File: src/verilog/acs_pkg.sv
// Package with constants shared by both ends of the amplifier control sequencer.
package acs_pkg;
    localparam int unsigned CLK_HZ = 25000000;
    // Times in their own units, with cycle counts derived from the clock rate.
    localparam int unsigned T_VALID_LOW_RST_NS = 300;
    localparam int unsigned T_RST_PULSE_MS = 1;
    localparam int unsigned T_PORT_READY_US = 3500;
    localparam int unsigned T_RUN_MS = 10;
    localparam int unsigned T_VALID_LOW_PDN_US = 725;
    localparam int unsigned T_STARTUP_MS = 120;
    localparam int unsigned T_PDN_PULSE_NS = 800;
    localparam int unsigned T_FAULT_LOW_NS = 350;
    localparam int unsigned T_HEADPHONE_SELECT_PULSE_NS = 350;
    localparam int unsigned NS_PER_S = 1000000000;
    localparam int unsigned CYC_VALID_LOW_RST = T_VALID_LOW_RST_NS * (CLK_HZ / 1000000) / 1000;
    localparam int unsigned CYC_RST_PULSE = T_RST_PULSE_MS * (CLK_HZ / 1000);
    localparam int unsigned CYC_PORT_READY = T_PORT_READY_US * (CLK_HZ / 1000000);
    localparam int unsigned CYC_RUN = T_RUN_MS * (CLK_HZ / 1000);
    localparam int unsigned CYC_VALID_LOW_PDN = T_VALID_LOW_PDN_US * (CLK_HZ / 1000000);
    localparam int unsigned CYC_STARTUP = T_STARTUP_MS * (CLK_HZ / 1000);
    localparam int unsigned CYC_PDN_PULSE =
        (T_PDN_PULSE_NS * (CLK_HZ / 1000000) + 999) / 1000;
    localparam int unsigned CYC_FAULT_LOW = T_FAULT_LOW_NS * (CLK_HZ / 1000000) / 1000;
    localparam int unsigned CYC_HEADPHONE_SELECT_PULSE =
        (T_HEADPHONE_SELECT_PULSE_NS * (CLK_HZ / 1000000) + 999) / 1000;
    // Volume ramp step sizes in frame clocks, per rate class.
    localparam logic [4:0] STEP_LR_NORMAL = 5'h04;
    localparam logic [4:0] STEP_LR_DOUBLE = 5'h08;
    localparam logic [4:0] STEP_LR_QUAD = 5'h10;
    localparam logic [10:0] RAMP_STEPS_RESET = 11'h400;
    localparam logic [1:0] RATE_NORMAL = 2'h0;
    localparam logic [1:0] RATE_DOUBLE = 2'h1;
    localparam logic [1:0] RATE_QUAD = 2'h2;
    // Fault recovery hold time in milliseconds, reset value.
    localparam logic [7:0] FAULT_HOLD_MS_RESET = 8'h01;
    localparam int unsigned CYC_PER_MS = CLK_HZ / 1000;
    // Controller register offsets on APB.
    localparam logic [7:0] REG_CTRL = 8'h00;
    localparam logic [7:0] REG_CFG = 8'h04;
    localparam logic [7:0] REG_STATUS = 8'h08;
    // Control register fields.
    localparam int CTRL_RESET_BIT = 0;
    localparam int CTRL_PDN_BIT = 1;
    localparam int CTRL_MUTE_BIT = 2;
    localparam int CTRL_HEADPHONE_SELECT_BIT = 3;
    localparam int CTRL_START_BIT = 4;
    localparam int CTRL_HPDIS_BIT = 5;
    // Configuration register fields.
    localparam int CFG_STEPS_LSB = 0;
    localparam int CFG_RATE_LSB = 12;
    localparam int CFG_HOLD_LSB = 16;
    // Status register fields.
    localparam int ST_BUSY_BIT = 0;
    localparam int ST_PORT_READY_BIT = 1;
    localparam int ST_RUNNING_BIT = 2;
    localparam int ST_VALID_BIT = 3;
    localparam int ST_SPK_LOW_BIT = 4;
    localparam int ST_MUTED_BIT = 5;
    localparam int ST_HP_EN_BIT = 6;
    localparam int ST_FAULT_BIT = 7;
endpackage

File: src/verilog/acs_if.sv
// Interface joining the controller end and the amplifier end.
`timescale 1ns/1ps
interface acs_if;
    logic reset_n;
    logic power_down_n;
    logic mute_n;
    logic headphone_select;
    logic start_cmd;
    logic hp_disable;
    logic [10:0] ramp_steps;
    logic [1:0] rate_class;
    logic [7:0] fault_hold_ms;
    logic port_ready;
    logic running;
    logic valid;
    logic speaker_low;
    logic muted;
    logic headphone_pwm_out;
    modport ctrl (
        output reset_n, power_down_n, mute_n, headphone_select, start_cmd, hp_disable,
        output ramp_steps, rate_class, fault_hold_ms,
        input port_ready, running, valid, speaker_low, muted, headphone_pwm_out
    );
    modport amp (
        input reset_n, power_down_n, mute_n, headphone_select, start_cmd, hp_disable,
        input ramp_steps, rate_class, fault_hold_ms,
        output port_ready, running, valid, speaker_low, muted, headphone_pwm_out
    );
endinterface

File: src/verilog/acs_sync.sv
// Two-flop synchroniser for a level arriving from outside the clock domain.
`timescale 1ns/1ps
module acs_sync (
    input wire logic pclk,
    input wire logic presetn,
    input wire logic rst_val,
    input wire logic d,
    output logic q
);
    logic meta_q;
    logic sync_q;

    // Flops hold the departure from the idle level rst_val, so reset shows no false edge.
    always_ff @(posedge pclk or negedge presetn)
    begin
        if (!presetn)
        begin
            meta_q <= 1'b0;
            sync_q <= 1'b0;
        end
        else
        begin
            meta_q <= d ^ rst_val;
            sync_q <= meta_q;
        end
    end

    assign q = sync_q ^ rst_val;
endmodule

File: src/verilog/acs_amp.sv
// Amplifier end: reset, power-down, fault, mute ramp and headphone sequencing.
// Overview of operation
// Reset drives power-stage enable low quickly.
// Controller holds reset about 1 ms.
// Control port ready 3.5 ms after reset.
// Allow 10 ms after start-up command.
// Reset ignored while powered down.
// Power-down ignored while held in reset.
// Power-down drops enable; 120 ms start-up.
// Power-down held at least 800 ns.
// Fault input low at least 350 ns; the fault pin is only synchronised, with no minimum-width filter.
// Fault forces speaker outputs low fast.
// Hold low programmed time, exit when clear.
// Mute ramp lasts steps times step size.
// Step size 4, 8 or 16 frames.
// Headphone select held at least 350 ns; the controller drives it straight from its bit, untimed.
// Disable bit gates headphone output on select.
// Mute input ramps volume down and up.
//
// Implementation choices: the APB interface to the registers and the placing of the registers.
`timescale 1ns/1ps
module acs_amp (
    input wire logic pclk,
    input wire logic presetn,
    acs_if.amp link,
    input wire logic lrclk,
    input wire logic backend_fault_n,
    output logic [10:0] volume_step,
    output logic spk_out_low
);
    typedef enum logic [2:0] {
        ACS_ST_RESET, ACS_ST_BOOT, ACS_ST_IDLE, ACS_ST_STARTING, ACS_ST_RUN,
        ACS_ST_PDN_FALL, ACS_ST_PDN, ACS_ST_WAKE
    } acs_state_e;

    acs_state_e state_q;
    logic [22:0] tmr_q;
    logic rst_s;
    logic pdn_s;
    logic fault_s;
    logic rst_n_s;
    logic pdn_n_s;
    logic fault_n_s;
    logic headphone_select_s;
    logic lr_s;
    logic lr_d1_q;
    logic lr_rise;
    logic valid_q;
    logic port_ready_q;
    logic running_q;
    logic spk_low_q;
    logic muted_q;
    logic hp_q;
    logic [10:0] vol_q;
    logic [4:0] frm_q;
    logic [4:0] step_len;
    logic fault_hold_q;
    logic [22:0] ftmr_q;
    logic [7:0] fms_q;

    // Reset, power-down, fault, headphone select and frame clock are synchronised; active-low pins rest at their idle high level.
    acs_sync u_rst (.pclk(pclk), .presetn(presetn), .rst_val(1'b1),
        .d(link.reset_n), .q(rst_n_s));
    acs_sync u_pdn (.pclk(pclk), .presetn(presetn), .rst_val(1'b1),
        .d(link.power_down_n), .q(pdn_n_s));
    acs_sync u_flt (.pclk(pclk), .presetn(presetn), .rst_val(1'b1),
        .d(backend_fault_n), .q(fault_n_s));
    assign rst_s = !rst_n_s;
    assign pdn_s = !pdn_n_s;
    assign fault_s = !fault_n_s;
    acs_sync u_hps (.pclk(pclk), .presetn(presetn), .rst_val(1'b0),
        .d(link.headphone_select), .q(headphone_select_s));
    acs_sync u_lrc (.pclk(pclk), .presetn(presetn), .rst_val(1'b0),
        .d(lrclk), .q(lr_s));

    // Frame-clock rising edge detection works on the synchronised level.
    always_ff @(posedge pclk or negedge presetn)
    begin
        if (!presetn)
            lr_d1_q <= 1'b0;
        else
            lr_d1_q <= lr_s;
    end
    assign lr_rise = lr_s & ~lr_d1_q;

    // Step length follows the programmed rate class.
    always_comb
    begin
        unique case (link.rate_class)
            acs_pkg::RATE_DOUBLE: step_len = acs_pkg::STEP_LR_DOUBLE;
            acs_pkg::RATE_QUAD: step_len = acs_pkg::STEP_LR_QUAD;
            default: step_len = acs_pkg::STEP_LR_NORMAL;
        endcase
    end

    // Power sequencing: reset, port bring-up, start-up, power-down and wake.
    always_ff @(posedge pclk or negedge presetn)
    begin
        if (!presetn)
        begin
            state_q <= ACS_ST_RESET;
            tmr_q <= 23'h000000;
        end
        else if (rst_s && state_q != ACS_ST_PDN)
        begin
            state_q <= ACS_ST_RESET;
            tmr_q <= 23'h000000;
        end
        else
        begin
            tmr_q <= tmr_q + 23'h000001;
            unique case (state_q)
                ACS_ST_RESET:
                begin
                    state_q <= ACS_ST_BOOT;
                    tmr_q <= 23'h000000;
                end
                ACS_ST_BOOT:
                    if (tmr_q >= 23'(acs_pkg::CYC_PORT_READY - 1))
                    begin
                        state_q <= ACS_ST_IDLE;
                        tmr_q <= 23'h000000;
                    end
                ACS_ST_IDLE:
                    if (pdn_s)
                    begin
                        state_q <= ACS_ST_PDN_FALL;
                        tmr_q <= 23'h000000;
                    end
                    else if (link.start_cmd)
                    begin
                        state_q <= ACS_ST_STARTING;
                        tmr_q <= 23'h000000;
                    end
                ACS_ST_STARTING:
                    if (pdn_s)
                    begin
                        state_q <= ACS_ST_PDN_FALL;
                        tmr_q <= 23'h000000;
                    end
                    else if (tmr_q >= 23'(acs_pkg::CYC_RUN - 1))
                        state_q <= ACS_ST_RUN;
                ACS_ST_RUN:
                    if (pdn_s)
                    begin
                        state_q <= ACS_ST_PDN_FALL;
                        tmr_q <= 23'h000000;
                    end
                ACS_ST_PDN_FALL:
                    if (tmr_q >= 23'(acs_pkg::CYC_VALID_LOW_PDN - 1))
                        state_q <= ACS_ST_PDN;
                ACS_ST_PDN:
                    if (!pdn_s)
                    begin
                        state_q <= ACS_ST_WAKE;
                        tmr_q <= 23'h000000;
                    end
                ACS_ST_WAKE:
                    if (tmr_q >= 23'(acs_pkg::CYC_STARTUP - 1))
                        state_q <= ACS_ST_RUN;
            endcase
        end
    end

    // Status flags derived from the sequencing state.
    always_ff @(posedge pclk or negedge presetn)
    begin
        if (!presetn)
        begin
            valid_q <= 1'b0;
            port_ready_q <= 1'b0;
            running_q <= 1'b0;
        end
        else
        begin
            valid_q <= (state_q == ACS_ST_RUN) && !rst_s && !pdn_s;
            port_ready_q <= state_q inside {ACS_ST_IDLE, ACS_ST_STARTING, ACS_ST_RUN,
                ACS_ST_PDN_FALL, ACS_ST_PDN, ACS_ST_WAKE};
            running_q <= (state_q == ACS_ST_RUN);
        end
    end

    // Fault shutdown: speaker outputs low at once, hold, then retry if clear.
    always_ff @(posedge pclk or negedge presetn)
    begin
        if (!presetn)
        begin
            fault_hold_q <= 1'b0;
            ftmr_q <= 23'h000000;
            fms_q <= 8'h00;
            spk_low_q <= 1'b1;
        end
        else
        begin
            if (fault_s)
            begin
                fault_hold_q <= 1'b1;
                ftmr_q <= 23'h000000;
                fms_q <= 8'h00;
            end
            else if (fault_hold_q)
            begin
                if (ftmr_q >= 23'(acs_pkg::CYC_PER_MS - 1))
                begin
                    ftmr_q <= 23'h000000;
                    fms_q <= fms_q + 8'h01;
                end
                else
                    ftmr_q <= ftmr_q + 23'h000001;
                if (fms_q >= link.fault_hold_ms)
                    fault_hold_q <= 1'b0;
            end
            spk_low_q <= fault_s || fault_hold_q || !valid_q;
        end
    end

    // Volume ramp: one step per step length of frame clocks toward the target, or a jump down to it when unmuted above it.
    always_ff @(posedge pclk or negedge presetn)
    begin
        if (!presetn)
        begin
            vol_q <= 11'h000;
            frm_q <= 5'h00;
            muted_q <= 1'b1;
        end
        else
        begin
            if (lr_rise)
            begin
                if (frm_q >= step_len - 5'h01)
                begin
                    frm_q <= 5'h00;
                    if (!link.mute_n && vol_q != 11'h000)
                        vol_q <= vol_q - 11'h001;
                    else if (link.mute_n && vol_q < link.ramp_steps)
                        vol_q <= vol_q + 11'h001;
                    else if (vol_q > link.ramp_steps)
                        vol_q <= link.ramp_steps;
                end
                else
                    frm_q <= frm_q + 5'h01;
            end
            muted_q <= (vol_q == 11'h000);
        end
    end

    // Headphone output is on only while running, and is disabled while select is low only when the disable bit is set.
    always_ff @(posedge pclk or negedge presetn)
    begin
        if (!presetn)
            hp_q <= 1'b0;
        else
            hp_q <= running_q && !(link.hp_disable && !headphone_select_s);
    end

    assign link.valid = valid_q;
    assign link.port_ready = port_ready_q;
    assign link.running = running_q;
    assign link.speaker_low = spk_low_q;
    assign link.muted = muted_q;
    assign link.headphone_pwm_out = hp_q;
    assign volume_step = vol_q;
    assign spk_out_low = spk_low_q;
endmodule

File: src/flat_wrapper.sv
// flat-port wrapper written by rule: the top's interface ports become plain ports
module acs_amp_flat 
  (pclk, presetn, lrclk, backend_fault_n, volume_step, spk_out_low, link_reset_n, link_power_down_n, link_mute_n, link_headphone_select, link_start_cmd, link_hp_disable, link_ramp_steps, link_rate_class, link_fault_hold_ms, link_port_ready, link_running, link_valid, link_speaker_low, link_muted, link_headphone_pwm_out);
  acs_if link_i ();
  input wire logic pclk;
  input wire logic presetn;
  input wire logic lrclk;
  input wire logic backend_fault_n;
  output logic [10:0] volume_step;
  output logic spk_out_low;
  input wire logic [$bits(link_i.reset_n)-1:0] link_reset_n;
  input wire logic [$bits(link_i.power_down_n)-1:0] link_power_down_n;
  input wire logic [$bits(link_i.mute_n)-1:0] link_mute_n;
  input wire logic [$bits(link_i.headphone_select)-1:0] link_headphone_select;
  input wire logic [$bits(link_i.start_cmd)-1:0] link_start_cmd;
  input wire logic [$bits(link_i.hp_disable)-1:0] link_hp_disable;
  input wire logic [$bits(link_i.ramp_steps)-1:0] link_ramp_steps;
  input wire logic [$bits(link_i.rate_class)-1:0] link_rate_class;
  input wire logic [$bits(link_i.fault_hold_ms)-1:0] link_fault_hold_ms;
  output wire logic [$bits(link_i.port_ready)-1:0] link_port_ready;
  output wire logic [$bits(link_i.running)-1:0] link_running;
  output wire logic [$bits(link_i.valid)-1:0] link_valid;
  output wire logic [$bits(link_i.speaker_low)-1:0] link_speaker_low;
  output wire logic [$bits(link_i.muted)-1:0] link_muted;
  output wire logic [$bits(link_i.headphone_pwm_out)-1:0] link_headphone_pwm_out;
  assign link_i.reset_n = link_reset_n;
  assign link_i.power_down_n = link_power_down_n;
  assign link_i.mute_n = link_mute_n;
  assign link_i.headphone_select = link_headphone_select;
  assign link_i.start_cmd = link_start_cmd;
  assign link_i.hp_disable = link_hp_disable;
  assign link_i.ramp_steps = link_ramp_steps;
  assign link_i.rate_class = link_rate_class;
  assign link_i.fault_hold_ms = link_fault_hold_ms;
  assign link_port_ready = link_i.port_ready;
  assign link_running = link_i.running;
  assign link_valid = link_i.valid;
  assign link_speaker_low = link_i.speaker_low;
  assign link_muted = link_i.muted;
  assign link_headphone_pwm_out = link_i.headphone_pwm_out;
  acs_amp u_core (.pclk(pclk), .presetn(presetn), .link(link_i), .lrclk(lrclk), .backend_fault_n(backend_fault_n), .volume_step(volume_step), .spk_out_low(spk_out_low));
endmodule
File: config.mk
export PLATFORM = sky130hd
export DESIGN_NAME = acs_amp_flat
export DESIGN_NICKNAME = d
export VERILOG_FILES = /design/src/verilog/acs_pkg.sv /design/src/verilog/acs_if.sv /design/src/verilog/acs_sync.sv /design/src/verilog/acs_amp.sv /design/src/flat_wrapper.sv
export SDC_FILE = /design/constraint.sdc
export NUM_CORES = 1
export LEC_CHECK = 0
export ABC_AREA = 1
export ABC_CLOCK_PERIOD_IN_PS = 4150
export BUFFER_PORTS_ARGS = -buffer_cell sky130_fd_sc_hd__clkbuf_2
export CORE_MARGIN = 2
export CORE_UTILIZATION = 31
export CTS_CLUSTER_DIAMETER = 40
export DETAILED_ROUTE_END_ITERATION = 8
export PLACE_DENSITY = 0.56
export SYNTH_ARGS = -nofsm -noshare
export SYNTH_HDL_FRONTEND = slang
export SYNTH_SLANG_ARGS = --single-unit
File: constraint.sdc
create_clock -name pclk -period 4.15 [get_ports pclk]
set_clock_uncertainty 0.1 [all_clocks]
set_input_delay 0.2075 -clock pclk [delete_from_list [all_inputs] [get_ports pclk]]
set_output_delay 0.2075 -clock pclk [all_outputs]
set_load 0.1 [all_outputs]
==> results_dict.tcl <==
set metrics [dict create \
    grt_use_total_pct 13.9 \
    finalCritPeriodShare_pct 58.3 \
    first_pass_iters 5 \
    cts-root-buf "clkbuf_16" \
    critPathArrivalTime_ps 2560 \
    grt_overflow 0 \
    synth_fp_nets 874 \
    rsz0062_at_grt "false" \
    mostFrequentLayoutCells "201 x nand2_1, 119 x nor2_1, 117 x inv_1" \
    antenna_found_initial 0 \
    die_y_um 142 \
    clk_latency_ps 340 \
    ys_ff_latch 91 \
    final-hold-violation-count 0 \
    crit_chain "ha_1 > nand2_1 > inv_1 > nand3_1 > nor2_1 > nand2_1 > and2_1 > nand3_2 > inv_1 > nand2_1 > nand3_1 > nand2_1 > nand2_1 > nand2_1" \
    place_area_um2 6370 \
    multi_input_area_um2 3080 \
    area_growth_pct 13.6 \
    slew_headroom_pct 47.7 \
    first_iter_violations 231 \
    r2r_end "u_core.volume_step[2]" \
    first_global_vias 4958 \
    worst_slew_pin_slew_ps 782 \
    min_path_cells 5 \
    drtAntennaViolNets 0 \
    fmax_mhz 413 \
    rrSetupSlack_ps 1730 \
    setup_violations 0 \
    fin_area_um2 6730 \
    dieArea_um2 20200 \
    fillers 1969 \
    max_stage_delay_ps 480 \
    antennaDiodeCount 0 \
    seq_area_um2 2280 \
    drc 0 \
    core_area_um2 18700 \
    synthDistinctLibCells 43 \
    cpMostUsedCell "nand2_1" \
    clockBufferDepth 2 \
    grt_pass1_wl_um 23000 \
    synthCells 812 \
    drive_above_1_share_pct 11.9 \
    total_leakage_power_nw 3.33 \
    rows 50 \
    status "complete, no violations" \
    period_needed_ps 2420 \
    grt_max_degree 59 \
    worstPathMaxFanout 16 \
    final_util_pct 36.0 \
    post_cts_buffers 0 \
    fin_setup_tns_ps 0 \
    power_density_nw_per_um2 503 \
    critical-path-slowest-cell "dfrtp_1" \
    cts_sinks 91 \
    routedWlPerCell_um 11.7 \
    synth_largest_area_cell "dfrtp_1" \
    cp-end-kind "register" \
    crit_type "register to register" \
    drt-total-wl_um 12900 \
    min_path_type "input port to register" \
    clk_pin_slew_worst_paths_ps 70 \
    syn_area_um2 5920 \
    routabilityCongestion 0.857 \
    start_util_pct 31.7 \
    crit_required_ps 4290 \
    fp.dieW_um 142 \
    num_vias 5060 \
    holdCritStartpoint "link_ramp_steps[5]" \
    ios 49 \
    synth.area.top_cells "dfrtp_1 38%, nand2_1 13%, nor2_1 7.5%, inv_1 7.4%, ha_1 6.5%" \
    yosys.area.top_type_share_pct 37.6 \
    maxCapViolations 0 \
    synth-seq-area-share_pct 38.5 \
    cts_made_buffers 9 \
    cts_tree "yes" \
    r2r_cells 14 \
    final_common_cell "nand2_1" \
    hold_end "u_core.volume_step[5]" \
    final_nets 926 \
    io_buffer_count 48 \
    maxSlewViolCount 0 \
    peakVddDrop_v 0.000292 \
    ys_warn_count 0 \
    start_kind "register" \
    dpl.hpwl_um 9830 \
    vias_per_cell 4.59 \
    cts_resized 0 \
    syn_area_per_cell_um2 7.29 \
    whs_ps 158 \
    r2r_start "u_core.volume_step[10]" \
    htreeDepth 3 \
]
report_power, final:
group / switching (mW) / internal [mW] / total [mW]
clock network: 0.363 / 0.429 / 0.792
logic: 1.03 / 0.381 / 1.41
registers: 0.182 / 0.999 / 1.18
layout make-up:
type / instances / area share (%)
clock buffer: 10 / 3.55
clock inverter: 6 / 0.726
inverter: 123 / 6.98
multi-input combinational: 583 / 45.7
sequential: 91 / 33.9
tap: 234 / 4.35
timing repair buffer: 56 / 4.76
cells by family after synthesis:
| logic type | count (synthesis) | synth area share [%] |
|---|---|---|
| fa+ha+maj | 31 | 6.55 |
| flops | 91 | 38.5 |
| simple gates | 460 | 34.8 |
| compound gates | 63 | 6.34 |
| xor+xnor | 29 | 4.29 |
| buf+inv | 138 | 9.57 |
metrics by stage:
stage	cells	worst slack (ps)	power [mW]
2_1_floorplan	812	1540	2.33
3_3_place_gp	1080	1720	2.61
3_5_place_dp	1080	1710	2.61
4_1_cts	1103	1710	3.43
5_1_grt	1103	1460	3.64
6_report	1103	1730	3.38
flip-flops by register name, summed over array words and instances, names as in the netlist, 3 cells and up:
register            flops
u_core.ftmr_q          23
u_core.tmr_q           23
u_core.volume_step     11
u_core.fms_q            8
u_core.frm_q            5
u_core.state_q          3
how the worst max path moves through the flow:
| stage | slack (ps) | endpoint | cells past startpoint | start |
|---|---|---|---|---|
| detailed placement | 1710 | u_core.volume_step[2] | 14 | u_core.volume_step[10] |
| floorplan | 1540 | u_core.volume_step[8] | 13 | u_core.volume_step[10] |
| finish | 1730 | u_core.volume_step[2] | 14 | u_core.volume_step[10] |
| global route | 1460 | u_core.volume_step[2] | 14 | u_core.volume_step[10] |
| global placement | 1720 | u_core.volume_step[2] | 14 | u_core.volume_step[10] |
| CTS | 1710 | u_core.volume_step[2] | 14 | u_core.volume_step[10] |
synth_stat cells, drive strengths merged:
cell and instances:
nand2 205, nor2 127, inv 123, dfrtp 89, nand3 66, ha 31, o21ai 31, nor3 23
xor2 23, nand4 20, a21oi 17, buf 14, nor3b 8, xnor2 6, nor4 4, or2 4
a211oi 3, o21a 3, a21o 2, dfstp 2, nand3b 2, o21bai 2, a21boi 1, a221oi 1
a31oi 1, and2 1, clkbuf 1, o211ai 1, o31ai 1
critical path: cells and delay by family (launching register included):
kind,cells,cell delay [ps]
adder cells (fa/ha/maj),1,330
buffers and inverters,2,360
flip-flops,1,480
AND/OR/NAND/NOR,11,1040
timing repair:
action                     4_1_cts  5_1_grt
setup endpoints to repair        0        0
hold endpoints to repair        61        0
hold buffers                     7        0
routing by layer:
layer | vias up | part of all wire (%) | GRT usage, % | wire, um
met2 | 64 | 45 | 22.3 | 5780
li1 | 2682 | - | - | -
met4 | 0 | 1.1 | 3.79 | 146
met1 | 2301 | 51 | 19.2 | 6640
met5 | - | 0 | 0 | 0
met3 | 13 | 2.7 | 2.49 | 346
(Power assumes the default switching activity.)
